### src/smcsr_pkg.sv
package smcsr_pkg;

	// Configuration-space offsets of the registers held here
	localparam logic [11:0] OFF_CPL_EN         = 12'h350;
	localparam logic [11:0] OFF_CPL_THR_NARROW = 12'h354;
	localparam logic [11:0] OFF_CPL_THR_WIDE   = 12'h358;
	localparam logic [11:0] OFF_PWR_SAVE       = 12'h360;
	localparam logic [11:0] OFF_LED            = 12'h364;
	localparam logic [11:0] OFF_OP_MODE        = 12'h098;
	localparam logic [11:0] OFF_L23_CTRL       = 12'h09C;

	// Function number of the upstream port; downstream port k is function k
	localparam logic [1:0]  FUNC_UP            = 2'h0;

	// Completion flow control: enable bit of port k sits at bit k
	localparam int          CPL_EN_LSB         = 1;
	localparam logic [15:0] THR_X1_RST         = 16'h0080;
	localparam logic [15:0] THR_X2_RST         = 16'h0200;
	localparam logic [15:0] THR_X4_RST         = 16'h0800;

	// Clock buffer control field in the operation mode register
	localparam int          CLKBUF_CTL_LSB     = 16;
	localparam int          NUM_REF_OUT        = 7;
	localparam logic [7:0]  CLKBUF_CTL_RST     = 8'h00;

	// Power saving disable and LED fields
	localparam int          PWR_SAVE_BIT       = 0;
	localparam int          LED_WIDTH          = 7;

	// Device-specific L2/L3 control and status bits
	localparam int          L23_TURNOFF_BIT    = 0;
	localparam int          L23_CUT_BIT        = 1;
	localparam int          L23_RESTORE_BIT    = 2;
	localparam int          L23_ST_ACK_BIT     = 8;
	localparam int          L23_ST_OFF_BIT     = 9;
	localparam int          L23_ST_RST_BIT     = 10;

	// Timing of the dedicated reset after power returns
	localparam int          CLK_PERIOD_NS      = 10;
	localparam int          RST_HOLD_NS        = 1000;
	localparam int          RST_HOLD_CYC       = (RST_HOLD_NS + CLK_PERIOD_NS - 1) / CLK_PERIOD_NS;

	typedef enum logic [1:0] {
		LW_X1,
		LW_X2,
		LW_X4
	} smcsr_width_e;

	typedef struct packed {
		logic       mode;
		logic       enable;
		logic [4:0] sel;
	} smcsr_led_s;

	typedef struct packed {
		logic [15:0] x2;
		logic [15:0] x1;
	} smcsr_thr_s;

	typedef enum {
		L23_ACTIVE,
		L23_SEND,
		L23_WAIT_ACK,
		L23_ACKED,
		L23_OFF,
		L23_RESET
	} smcsr_l23_e;

	// Byte-lane merge of a configuration write
	function automatic logic [31:0] smcsr_merge(input logic [31:0] old_w,
		input logic [31:0] new_w, input logic [3:0] be);
		logic [31:0] res;
		res = old_w;
		for (int i = 0; i < 4; i++) begin
			if (be[i]) begin
				res[i*8 +: 8] = new_w[i*8 +: 8];
			end
		end
		return res;
	endfunction

endpackage

### src/smcsr_l23_seq.sv
`timescale 1ns/1ps
module smcsr_l23_seq
	import smcsr_pkg::*;
(
	input  wire logic clk_i,
	input  wire logic reset_i,
	input  wire logic turnoff_req_i,
	input  wire logic cut_req_i,
	input  wire logic restore_req_i,
	input  wire logic ack_i,
	output logic      pme_turnoff_o,
	output logic      power_en_o,
	output logic      dev_reset_o,
	output logic      acked_o
);

	localparam int CW       = $clog2(RST_HOLD_CYC + 1);
	localparam int RST_LAST = RST_HOLD_CYC - 1;

	smcsr_l23_e    state_reg, state_next;
	logic [CW-1:0] cnt_reg,   cnt_next;

	// Requests outside their state are ignored, so a stray write cannot cut live power
	always_comb begin
		state_next = state_reg;
		cnt_next   = cnt_reg;
		case (state_reg)
			L23_ACTIVE:   if (turnoff_req_i) state_next = L23_SEND;
			L23_SEND:     state_next = L23_WAIT_ACK;
			L23_WAIT_ACK: if (ack_i) state_next = L23_ACKED;
			L23_ACKED:    if (cut_req_i) state_next = L23_OFF;
			L23_OFF: begin
				if (restore_req_i) begin
					state_next = L23_RESET;
					cnt_next   = CW'(RST_HOLD_CYC);
				end
			end
			L23_RESET: begin
				if (cnt_reg == CW'(1)) begin
					state_next = L23_ACTIVE;
				end
				cnt_next = cnt_reg - CW'(1);
			end
			default:      state_next = L23_ACTIVE;
		endcase
	end

	always_ff @(posedge clk_i) begin
		if (reset_i) begin
			state_reg <= L23_ACTIVE;
			cnt_reg   <= '0;
		end else begin
			state_reg <= state_next;
			cnt_reg   <= cnt_next;
		end
	end

	// Message goes only to this port's device
	assign pme_turnoff_o = (state_reg == L23_SEND);
	assign power_en_o    = (state_reg != L23_OFF);
	assign dev_reset_o   = (state_reg == L23_RESET);
	assign acked_o       = (state_reg == L23_ACKED) || (state_reg == L23_OFF);

	power_after_ack_a: assert property (@(posedge clk_i) disable iff (reset_i)
		$fell(power_en_o) |-> $past(acked_o) && $past(cut_req_i))
		else $error("Power cut without prior acknowledge");
	reset_length_a: assert property (@(posedge clk_i) disable iff (reset_i)
		$rose(dev_reset_o) |-> ##RST_LAST dev_reset_o ##1 !dev_reset_o)
		else $error("Dedicated reset length wrong");
	turnoff_pulse_a: assert property (@(posedge clk_i) disable iff (reset_i)
		pme_turnoff_o |=> !pme_turnoff_o && power_en_o)
		else $error("Turn-off message not a single pulse");

endmodule // smcsr_l23_seq

### src/smcsr_top.sv
`timescale 1ns/1ps
// Notes on behaviour
// - Port 1 completion flow control acts only when its enable bit is set; reset 0.
// - Port 2 completion flow control acts only when its enable bit is set; reset 0.
// - Single-lane threshold, low half of its register, resets to 0x0080.
// - Two-lane threshold, upper half of that register, resets to 0x0200.
// - Four-lane threshold, low half of next register, upper half reserved, reset 0x0800.
// - Flow control enable and thresholds exist only in upstream configuration space.
// - Power saving suppressed while disable bit set; reset 0, sideband may preload.
// - Upstream LED register: mode select 4:0, enable bit 5, mode bit 6, reset 0.
// - Reference clock buffer enabled when power-down strap sampled low.
// - Enabled buffer fans one 100 MHz input out to seven output pairs 7..1.
// - Strap high disables all output pairs; core reference comes from core input.
// - Bits 23:16 of operation mode register, sideband loaded; bits 23:17 disable single pairs 7..1.
// - Each downstream port sends its own turn-off message to its device alone.
// - Exit: software restores power, then dedicated reset; entry: cut after acknowledge.
// - The L2/L3 control register exists only in downstream ports.
// - D0-D3cold and L0, L0s, L1, L2/L3, L3 with active-state link PM supported.
// - Latency tolerance reporting and buffer flush/fill aligned with root complex.
module smcsr_top
	import smcsr_pkg::*;
#(
	parameter int NUM_DS = 2
)(
	input  wire logic                           SYS_CLK_I,
	input  wire logic                           RESET_I,
	input  wire logic [1:0]                     CFG_FUNC_I,
	input  wire logic                           CFG_WR_I,
	input  wire logic                           CFG_RD_I,
	input  wire logic [11:0]                    CFG_ADDR_I,
	input  wire logic [3:0]                     CFG_BE_I,
	input  wire logic [31:0]                    CFG_WDATA_I,
	output logic      [31:0]                    CFG_RDATA_O,
	output logic                                CFG_RVALID_O,
	input  wire logic                           SB_WR_I,
	input  wire logic [11:0]                    SB_ADDR_I,
	input  wire logic [31:0]                    SB_WDATA_I,
	input  wire logic                           CLOCK_BUFFER_POWERDOWN_STRAP_I,
	input  wire logic                           BUFFER_REF_IN_POS_I,
	input  wire logic                           BUFFER_REF_IN_NEG_I,
	input  wire logic                           CORE_REF_IN_POS_I,
	input  wire logic                           CORE_REF_IN_NEG_I,
	output logic      [NUM_REF_OUT:1]           BUFFERED_REF_OUT_POS_O,
	output logic      [NUM_REF_OUT:1]           BUFFERED_REF_OUT_NEG_O,
	output logic      [NUM_REF_OUT:1]           REF_OUT_EN_O,
	output logic                                CORE_REF_POS_O,
	output logic                                CORE_REF_NEG_O,
	input  wire smcsr_width_e [NUM_DS:1]        LINK_WIDTH_I,
	output logic      [NUM_DS:1]                CPL_FC_EN_O,
	output logic      [NUM_DS:1][15:0]          CPL_FC_THRESH_O,
	output logic                                POWER_SAVE_DISABLE_O,
	output logic                                ASPM_ALLOW_O,
	output logic                                LTR_OBFF_ALLOW_O,
	output smcsr_led_s                          LED_CTRL_O,
	output logic      [NUM_DS:1]                PME_TURNOFF_O,
	input  wire logic [NUM_DS:1]                PME_TURNOFF_ACK_I,
	output logic      [NUM_DS:1]                DEV_POWER_EN_O,
	output logic      [NUM_DS:1]                DEV_RESET_O
);

	if (NUM_DS < 1 || NUM_DS > 2) begin : g_bad_ds
		$error("NUM_DS must be 1 or 2");
	end

	// Register state
	logic [NUM_DS:1] cpl_en_reg,   cpl_en_next;
	smcsr_thr_s      thr_n_reg,    thr_n_next;
	logic [15:0]     thr_x4_reg,   thr_x4_next;
	logic            pwr_dis_reg,  pwr_dis_next;
	smcsr_led_s      led_reg,      led_next;
	logic [7:0]      cb_ctl_reg,   cb_ctl_next;
	logic            strap_reg,    strap_next;
	logic            strap_done_reg, strap_done_next;
	logic [31:0]     rdata_reg,    rdata_next;
	logic            rvalid_reg,   rvalid_next;
	logic [NUM_DS:1][15:0] thr_reg, thr_next;

	logic            cfg_up;
	logic            cfg_up_wr;
	logic [NUM_DS:1] l23_turnoff, l23_cut, l23_restore, l23_acked;

	// Upstream-only registers answer only to the upstream function
	assign cfg_up    = (CFG_FUNC_I == FUNC_UP);
	assign cfg_up_wr = CFG_WR_I && cfg_up;

	// Writes: configuration first, sideband preload last so it wins a same-cycle clash
	always_comb begin
		logic [31:0] w;
		w            = '0;
		cpl_en_next  = cpl_en_reg;
		thr_n_next   = thr_n_reg;
		thr_x4_next  = thr_x4_reg;
		pwr_dis_next = pwr_dis_reg;
		led_next     = led_reg;
		cb_ctl_next  = cb_ctl_reg;
		if (cfg_up_wr) begin
			w = smcsr_merge('0, CFG_WDATA_I, CFG_BE_I);
			case (CFG_ADDR_I)
				OFF_CPL_EN: begin
					w = smcsr_merge(32'(cpl_en_reg) << CPL_EN_LSB, CFG_WDATA_I, CFG_BE_I);
					cpl_en_next = w[CPL_EN_LSB +: NUM_DS];
				end
				OFF_CPL_THR_NARROW: thr_n_next = smcsr_merge(thr_n_reg, CFG_WDATA_I, CFG_BE_I);
				OFF_CPL_THR_WIDE: begin
					w = smcsr_merge({16'h0000, thr_x4_reg}, CFG_WDATA_I, CFG_BE_I);
					thr_x4_next = w[15:0];
				end
				OFF_LED: begin
					w = smcsr_merge({25'h0, led_reg}, CFG_WDATA_I, CFG_BE_I);
					led_next = w[LED_WIDTH-1:0];
				end
				default: ;
			endcase
		end
		if (CFG_WR_I && CFG_ADDR_I == OFF_PWR_SAVE && CFG_BE_I[0]) begin
			pwr_dis_next = CFG_WDATA_I[PWR_SAVE_BIT];
		end
		if (SB_WR_I) begin
			case (SB_ADDR_I)
				OFF_PWR_SAVE:       pwr_dis_next = SB_WDATA_I[PWR_SAVE_BIT];
				OFF_OP_MODE:        cb_ctl_next  = SB_WDATA_I[CLKBUF_CTL_LSB +: 8];
				OFF_CPL_EN:         cpl_en_next  = SB_WDATA_I[CPL_EN_LSB +: NUM_DS];
				OFF_CPL_THR_NARROW: thr_n_next   = SB_WDATA_I;
				OFF_CPL_THR_WIDE:   thr_x4_next  = SB_WDATA_I[15:0];
				OFF_LED:            led_next     = SB_WDATA_I[LED_WIDTH-1:0];
				default: ;
			endcase
		end
	end

	// Strap is caught by a clocked sample in the first cycle after reset release
	always_comb begin
		strap_next      = strap_reg;
		strap_done_next = 1'b1;
		if (!strap_done_reg) begin
			strap_next = CLOCK_BUFFER_POWERDOWN_STRAP_I;
		end
	end

	always_ff @(posedge SYS_CLK_I) begin
		if (RESET_I) begin
			cpl_en_reg     <= '0;
			thr_n_reg      <= '{x2: THR_X2_RST, x1: THR_X1_RST};
			thr_x4_reg     <= THR_X4_RST;
			pwr_dis_reg    <= 1'b0;
			led_reg        <= '0;
			cb_ctl_reg     <= CLKBUF_CTL_RST;
			strap_reg      <= 1'b1;
			strap_done_reg <= 1'b0;
		end else begin
			cpl_en_reg     <= cpl_en_next;
			thr_n_reg      <= thr_n_next;
			thr_x4_reg     <= thr_x4_next;
			pwr_dis_reg    <= pwr_dis_next;
			led_reg        <= led_next;
			cb_ctl_reg     <= cb_ctl_next;
			strap_reg      <= strap_next;
			strap_done_reg <= strap_done_next;
		end
	end

	// Read mux; unmapped or wrong-function reads give zero
	always_comb begin
		rdata_next  = '0;
		rvalid_next = CFG_RD_I;
		if (CFG_RD_I) begin
			case (CFG_ADDR_I)
				OFF_CPL_EN:         if (cfg_up) rdata_next = 32'(cpl_en_reg) << CPL_EN_LSB;
				OFF_CPL_THR_NARROW: if (cfg_up) rdata_next = thr_n_reg;
				OFF_CPL_THR_WIDE:   if (cfg_up) rdata_next = {16'h0000, thr_x4_reg};
				OFF_PWR_SAVE:       rdata_next = {31'h0, pwr_dis_reg};
				OFF_LED:            if (cfg_up) rdata_next = {25'h0, led_reg};
				OFF_OP_MODE:        rdata_next = {8'h00, cb_ctl_reg, 16'h0000};
				OFF_L23_CTRL: begin
					for (int k = 1; k <= NUM_DS; k++) begin
						if (CFG_FUNC_I == 2'(k)) begin
							rdata_next[L23_ST_ACK_BIT] = l23_acked[k];
							rdata_next[L23_ST_OFF_BIT] = !DEV_POWER_EN_O[k];
							rdata_next[L23_ST_RST_BIT] = DEV_RESET_O[k];
						end
					end
				end
				default: rdata_next = '0;
			endcase
		end
	end

	// Per-port threshold picked by trained link width
	always_comb begin
		for (int k = 1; k <= NUM_DS; k++) begin
			case (LINK_WIDTH_I[k])
				LW_X1:   thr_next[k] = thr_n_reg.x1;
				LW_X2:   thr_next[k] = thr_n_reg.x2;
				default: thr_next[k] = thr_x4_reg;
			endcase
		end
	end

	always_ff @(posedge SYS_CLK_I) begin
		if (RESET_I) begin
			rdata_reg  <= '0;
			rvalid_reg <= 1'b0;
			thr_reg    <= '0;
		end else begin
			rdata_reg  <= rdata_next;
			rvalid_reg <= rvalid_next;
			thr_reg    <= thr_next;
		end
	end

	assign CFG_RDATA_O     = rdata_reg;
	assign CFG_RVALID_O    = rvalid_reg;
	assign CPL_FC_EN_O     = cpl_en_reg;
	assign CPL_FC_THRESH_O = thr_reg;

	// Power saving gates link PM and platform PM alike
	assign POWER_SAVE_DISABLE_O = pwr_dis_reg;
	assign ASPM_ALLOW_O         = !pwr_dis_reg;
	assign LTR_OBFF_ALLOW_O     = !pwr_dis_reg;
	assign LED_CTRL_O           = led_reg;

	// Clock buffer: pure gating of the reference, no retiming of the clock itself
	assign CORE_REF_POS_O = strap_reg ? CORE_REF_IN_POS_I : BUFFER_REF_IN_POS_I;
	assign CORE_REF_NEG_O = strap_reg ? CORE_REF_IN_NEG_I : BUFFER_REF_IN_NEG_I;
	for (genvar p = 1; p <= NUM_REF_OUT; p++) begin : g_refout
		assign REF_OUT_EN_O[p] = !strap_reg && !cb_ctl_reg[p];
		assign BUFFERED_REF_OUT_POS_O[p] = REF_OUT_EN_O[p] & BUFFER_REF_IN_POS_I;
		assign BUFFERED_REF_OUT_NEG_O[p] = REF_OUT_EN_O[p] & BUFFER_REF_IN_NEG_I;
	end

	// One L2/L3 sequencer per downstream port, commanded only from its own function
	for (genvar k = 1; k <= NUM_DS; k++) begin : g_ds
		logic hit;
		assign hit = CFG_WR_I && CFG_FUNC_I == 2'(k) && CFG_ADDR_I == OFF_L23_CTRL
			&& CFG_BE_I[0];
		assign l23_turnoff[k] = hit && CFG_WDATA_I[L23_TURNOFF_BIT];
		assign l23_cut[k]     = hit && CFG_WDATA_I[L23_CUT_BIT];
		assign l23_restore[k] = hit && CFG_WDATA_I[L23_RESTORE_BIT];
		smcsr_l23_seq u_seq (
			.clk_i         (SYS_CLK_I),
			.reset_i       (RESET_I),
			.turnoff_req_i (l23_turnoff[k]),
			.cut_req_i     (l23_cut[k]),
			.restore_req_i (l23_restore[k]),
			.ack_i         (PME_TURNOFF_ACK_I[k]),
			.pme_turnoff_o (PME_TURNOFF_O[k]),
			.power_en_o    (DEV_POWER_EN_O[k]),
			.dev_reset_o   (DEV_RESET_O[k]),
			.acked_o       (l23_acked[k])
		);
	end

	cpl_en_hold_a: assert property (@(posedge SYS_CLK_I) disable iff (RESET_I)
		CFG_WR_I && !cfg_up && !SB_WR_I |=> $stable(CPL_FC_EN_O))
		else $error("Downstream write changed flow control enable");
	cpl_en_write_a: assert property (@(posedge SYS_CLK_I) disable iff (RESET_I)
		cfg_up_wr && CFG_ADDR_I == OFF_CPL_EN && CFG_BE_I[0] && !SB_WR_I
		|=> CPL_FC_EN_O == $past(CFG_WDATA_I[CPL_EN_LSB +: NUM_DS]))
		else $error("Flow control enable not written");
	thr_x1_a: assert property (@(posedge SYS_CLK_I) disable iff (RESET_I)
		LINK_WIDTH_I[1] == LW_X1 |=> CPL_FC_THRESH_O[1] == $past(thr_n_reg.x1))
		else $error("Single-lane threshold not selected");
	wide_rsvd_a: assert property (@(posedge SYS_CLK_I) disable iff (RESET_I)
		CFG_RD_I && CFG_ADDR_I == OFF_CPL_THR_WIDE |=> CFG_RVALID_O && CFG_RDATA_O[31:16] == 16'h0000)
		else $error("Reserved threshold half not zero");
	up_only_a: assert property (@(posedge SYS_CLK_I) disable iff (RESET_I)
		CFG_RD_I && !cfg_up && CFG_ADDR_I == OFF_CPL_THR_NARROW |=> CFG_RDATA_O == 32'h0000_0000)
		else $error("Threshold visible to downstream function");
	strap_off_a: assert property (@(posedge SYS_CLK_I) disable iff (RESET_I)
		strap_done_reg && strap_reg |-> REF_OUT_EN_O == '0)
		else $error("Reference outputs on while strap high");
	pair_gate_a: assert property (@(posedge SYS_CLK_I) disable iff (RESET_I)
		SB_WR_I && SB_ADDR_I == OFF_OP_MODE && SB_WDATA_I[CLKBUF_CTL_LSB + 1]
		|=> !REF_OUT_EN_O[1])
		else $error("Disabled reference pair still on");
	pwr_save_a: assert property (@(posedge SYS_CLK_I) disable iff (RESET_I)
		POWER_SAVE_DISABLE_O |-> !ASPM_ALLOW_O && !LTR_OBFF_ALLOW_O)
		else $error("Power saving allowed while disabled");
	l23_up_a: assert property (@(posedge SYS_CLK_I) disable iff (RESET_I)
		CFG_WR_I && cfg_up && CFG_ADDR_I == OFF_L23_CTRL |=> (PME_TURNOFF_O == '0) [*2])
		else $error("Upstream write reached L2/L3 control");

endmodule // smcsr_top

### config.mk
export PLATFORM = sky130hd
export DESIGN_NAME = smcsr_top
export DESIGN_NICKNAME = d
export VERILOG_FILES = /design/src/smcsr_pkg.sv /design/src/smcsr_l23_seq.sv /design/src/smcsr_top.sv
export SDC_FILE = /design/constraint.sdc
export NUM_CORES = 1
export LEC_CHECK = 0
export BUFFER_PORTS_ARGS = -buffer_cell sky130_fd_sc_hd__buf_4
export CAP_MARGIN = 10
export CORE_MARGIN = 3
export CORE_UTILIZATION = 45
export DETAILED_ROUTE_END_ITERATION = 8
export GPL_ROUTABILITY_DRIVEN = 0
export PLACE_DENSITY = 0.77
export SLEW_MARGIN = 5
export SYNTH_ARGS = -nofsm -noshare
export SYNTH_HDL_FRONTEND = slang
export SYNTH_SLANG_ARGS = --single-unit
### constraint.sdc
create_clock -name SYS_CLK_I -period 3.6 [get_ports SYS_CLK_I]
set_input_delay 0.18 -clock SYS_CLK_I [delete_from_list [all_inputs] [get_ports SYS_CLK_I]]
set_output_delay 0.18 -clock SYS_CLK_I [all_outputs]
set_load 0.005 [all_outputs]
==> run metrics <==
Cells after Synth=847; Final min period=2037 ps; diodes inserted=0; clock buffer count from CTS=17; Avg Cell Area, Syn=8.646 um^2; post-synth top area cell=dfxtp_1; CTS H-tree depth=4; vias in the first global route=6873; period utilisation layout=0.5658; Worst-Skew Late Latency=420 ps; post-synthesis sequential area ratio=0.4182; Worst-path clk slew=60 ps; WP data arrival=2360 ps; unrepaired setup endpoints after global routing=no; Die X-Extent=133.6 um; startpoint types=primary input; CTS tree=built; Yosys cell types=67; Critical Path RT=3920 ps; Initial DRC Count=500; site row count=46; share of layout cells above drive strength 1=0.2662; initial antenna violation count=0; height of the chip=133.6 um; R2R Setup Slk=1640 ps; Finished Layout Cells=1264; post-synthesis cell area=7323 um^2; relative max-transition margin=0.2860; Critical Path Sink Type=register; Crit Path Max Fanout=13; Worst Hold End=cb_ctl_reg[0]$_SDFFE_PP0P_; global-route wire length before repair=35.94 mm; clock root buffer=clkbuf_16; HPWL Detailed=16.68 mm; vias=7049; PwrDens=410.9 nW/um^2; total track usage=0.2544; Worst Hold Depth=3; predominant post-synthesis flop cell=dfxtp_1; die area=17840 um^2; post-layout total power=3.999 mW; dpl cells=1226; Synth async-reset ratio=0; FF-to-FF path depth=5; Sink Count=153; largest net degree at the start of global routing=97; Starting Density=0.4610; Synth Warn #=0; R2R Path End=g_ds[1].u_seq.cnt_reg[5]$_SDFFE_PP0P_; Hold Fails Final Rpt=0; Leak=4.384 nW; maximum clock path buffer count=2; number of flops mapped to enable cells by yosys=0; Max Cap Viol=0; outcome=completed; DR DRC count=0; TritonRoute pass-1 iters=4; vias per cell=5.577; Max Freq=0.4909 GHz; setup TNS=0 ps; Area growth, synth to finish=32.91%; FILL cells=1427; peak supply drop=366.3 uV; #FFs+latches synth=153; Congestion Overflow GR=0; worst hold path class=in2reg; Ports=216; Syn Nets=961; Synth top area share=0.4182; I/O Buffers=215; max-slew violation count=0; Post-CTS Setup Repair Bufs=0; Layout Skew=7.772 ps; Tightest Pin Transition=1071 ps; Worst Hold Launch=SB_WDATA_I[16]; post-route ant nets=0; synth top area cells=dfxtp_1, mux2i_1, nor2_1; Setup-failing EPs final=0; final WL=22.87 mm; wire per inst=18.09 um; core area=15890 um^2; nets=1149; Setup CP Type=in2reg; FF-to-FF Start=g_ds[1].u_seq.state_reg[2]$_SDFFE_PP0P_
==> cells in the final DEF (no fill, tap or decap), types with 3 or more instances in the layout <==
cell / netlist / final
a211oi_1: 37 / 37
a21oi_1: 56 / 56
a22o_1: 4 / 4
a22oi_1: 18 / 18
a311oi_1: 14 / 14
a31oi_1: 7 / 7
a32oi_1: 3 / 3
and2_1: 16 / 16
and3_1: 12 / 12
and4b_1: 4 / 4
buf_4: 7 / 224
bufinv_16: 0 / 6
clkbuf_16: 0 / 17
clkinv_2: 0 / 3
dfxtp_1: 153 / 153
dlygate4sd3_1: 0 / 6
ha_1: 4 / 4
inv_1: 17 / 17
mux2i_1: 88 / 88
nand2_1: 37 / 37
nand2b_1: 6 / 6
nand3_1: 22 / 22
nand4_1: 7 / 7
nor2_1: 174 / 174
nor2b_1: 7 / 7
nor3_1: 10 / 10
nor3b_1: 3 / 3
nor4_1: 4 / 4
nor4_4: 4 / 4
nor4b_1: 4 / 4
o21ai_0: 20 / 20
or2_2: 4 / 4
or3_1: 4 / 4
or4_1: 4 / 4
==> kinds of logic after synthesis <==
logic type               after synthesis  synth area share
flip-flops                           153            0.4182
adder cells (fa/ha/maj)                4          0.006834
AND/OR/NAND/NOR                      342            0.2404
AO/OA/AOI/OAI                        176            0.1596
buffers and inverters                 78           0.04681
multiplexers                          90            0.1234
XOR/XNOR                               4          0.004785
==> per-stage QoR <==
step,setup slack [ps],hold slack [ps],utilization,cell area [um^2]
floorplan,1618,305.1,-,7323
detailed placement,1191,405.5,0.5663,8996
global route,1468,11.78,0.6127,9733
CTS,1622,1.795,0.6127,9733
finish,1563,10.21,0.6127,9733
global placement,1251,405.4,0.5663,8996
==> critical path, stage by stage <==
cell	delay [ps]
buf_4	160
or4b_2	750
nor4_4	490
nand2_2	320
mux2i_1	200
a211oi_1	260
==> Yosys cell counts, drive strengths merged, types with 9 or more instances <==
| cell type | n |
|---|---|
| and2 | 17 |
| a211oi | 37 |
| and3 | 12 |
| a21oi | 56 |
| a22oi | 18 |
| inv | 17 |
| o21ai | 20 |
| nand2 | 39 |
| a311oi | 14 |
| mux2i | 88 |
| nor3 | 10 |
| nand4 | 9 |
| clkbuf | 44 |
| nand3 | 23 |
| buf | 17 |
| nor2 | 175 |
| dfxtp | 153 |
==> where the power goes <==
group / internal, mW / switching, mW / total, mW / leakage (nW)
logic: 0.132 / 0.138 / 0.270 / 2.82
registers: 1.70 / 0.00422 / 1.70 / 1.23
clock network: 1.33 / 0.692 / 2.03 / 0.330
==> per-layer routing <==
layer | up-vias | share of wire | track usage
met5 | - | 0 | 0
met4 | 0 | 0.028 | 0.09543
met3 | 54 | 0.070 | 0.06798
met2 | 286 | 0.48 | 0.4148
met1 | 3304 | 0.42 | 0.3245
li1 | 3405 | - | -
==> final cells by class <==
type | count | area (um^2) | share of cell area
well taps | 216 | 270.3 | 0.02777
flip-flops and latches | 153 | 3063 | 0.3147
inverters | 17 | 63.81 | 0.006556
multi-input cells | 616 | 3918 | 0.4025
clock buffers | 20 | 456.7 | 0.04692
clock inverters | 12 | 220.2 | 0.02263
repair buffers | 230 | 1742 | 0.1789
==> how the worst max path moves through the flow <==
stage               depth (start not counted)                               endpoint  slack [ps]                                    start
CTS                                         6               thr_x4_reg[3]$_SDFF_PP0_        1620                            CFG_ADDR_I[2]
detailed placement                          6               thr_x4_reg[3]$_SDFF_PP0_        1190                            CFG_ADDR_I[2]
floorplan                                   6               thr_n_reg[16]$_SDFF_PP0_        1620                            CFG_ADDR_I[3]
finish                                      6               thr_x4_reg[3]$_SDFF_PP0_        1560                            CFG_ADDR_I[2]
global route                                5  g_ds[1].u_seq.cnt_reg[5]$_SDFFE_PP0P_        1470  g_ds[1].u_seq.state_reg[2]$_SDFFE_PP0P_
global placement                            6               thr_x4_reg[1]$_SDFF_PP0_        1250                            CFG_ADDR_I[2]
==> repair_timing <==
item	in CTS	in global routing
endpoints found under the hold margin	6	0
endpoints found under the setup margin	0	0
hold buffers	6	0
resized for setup	0	0
No activity file was read; power rests on OpenSTA's default activity.
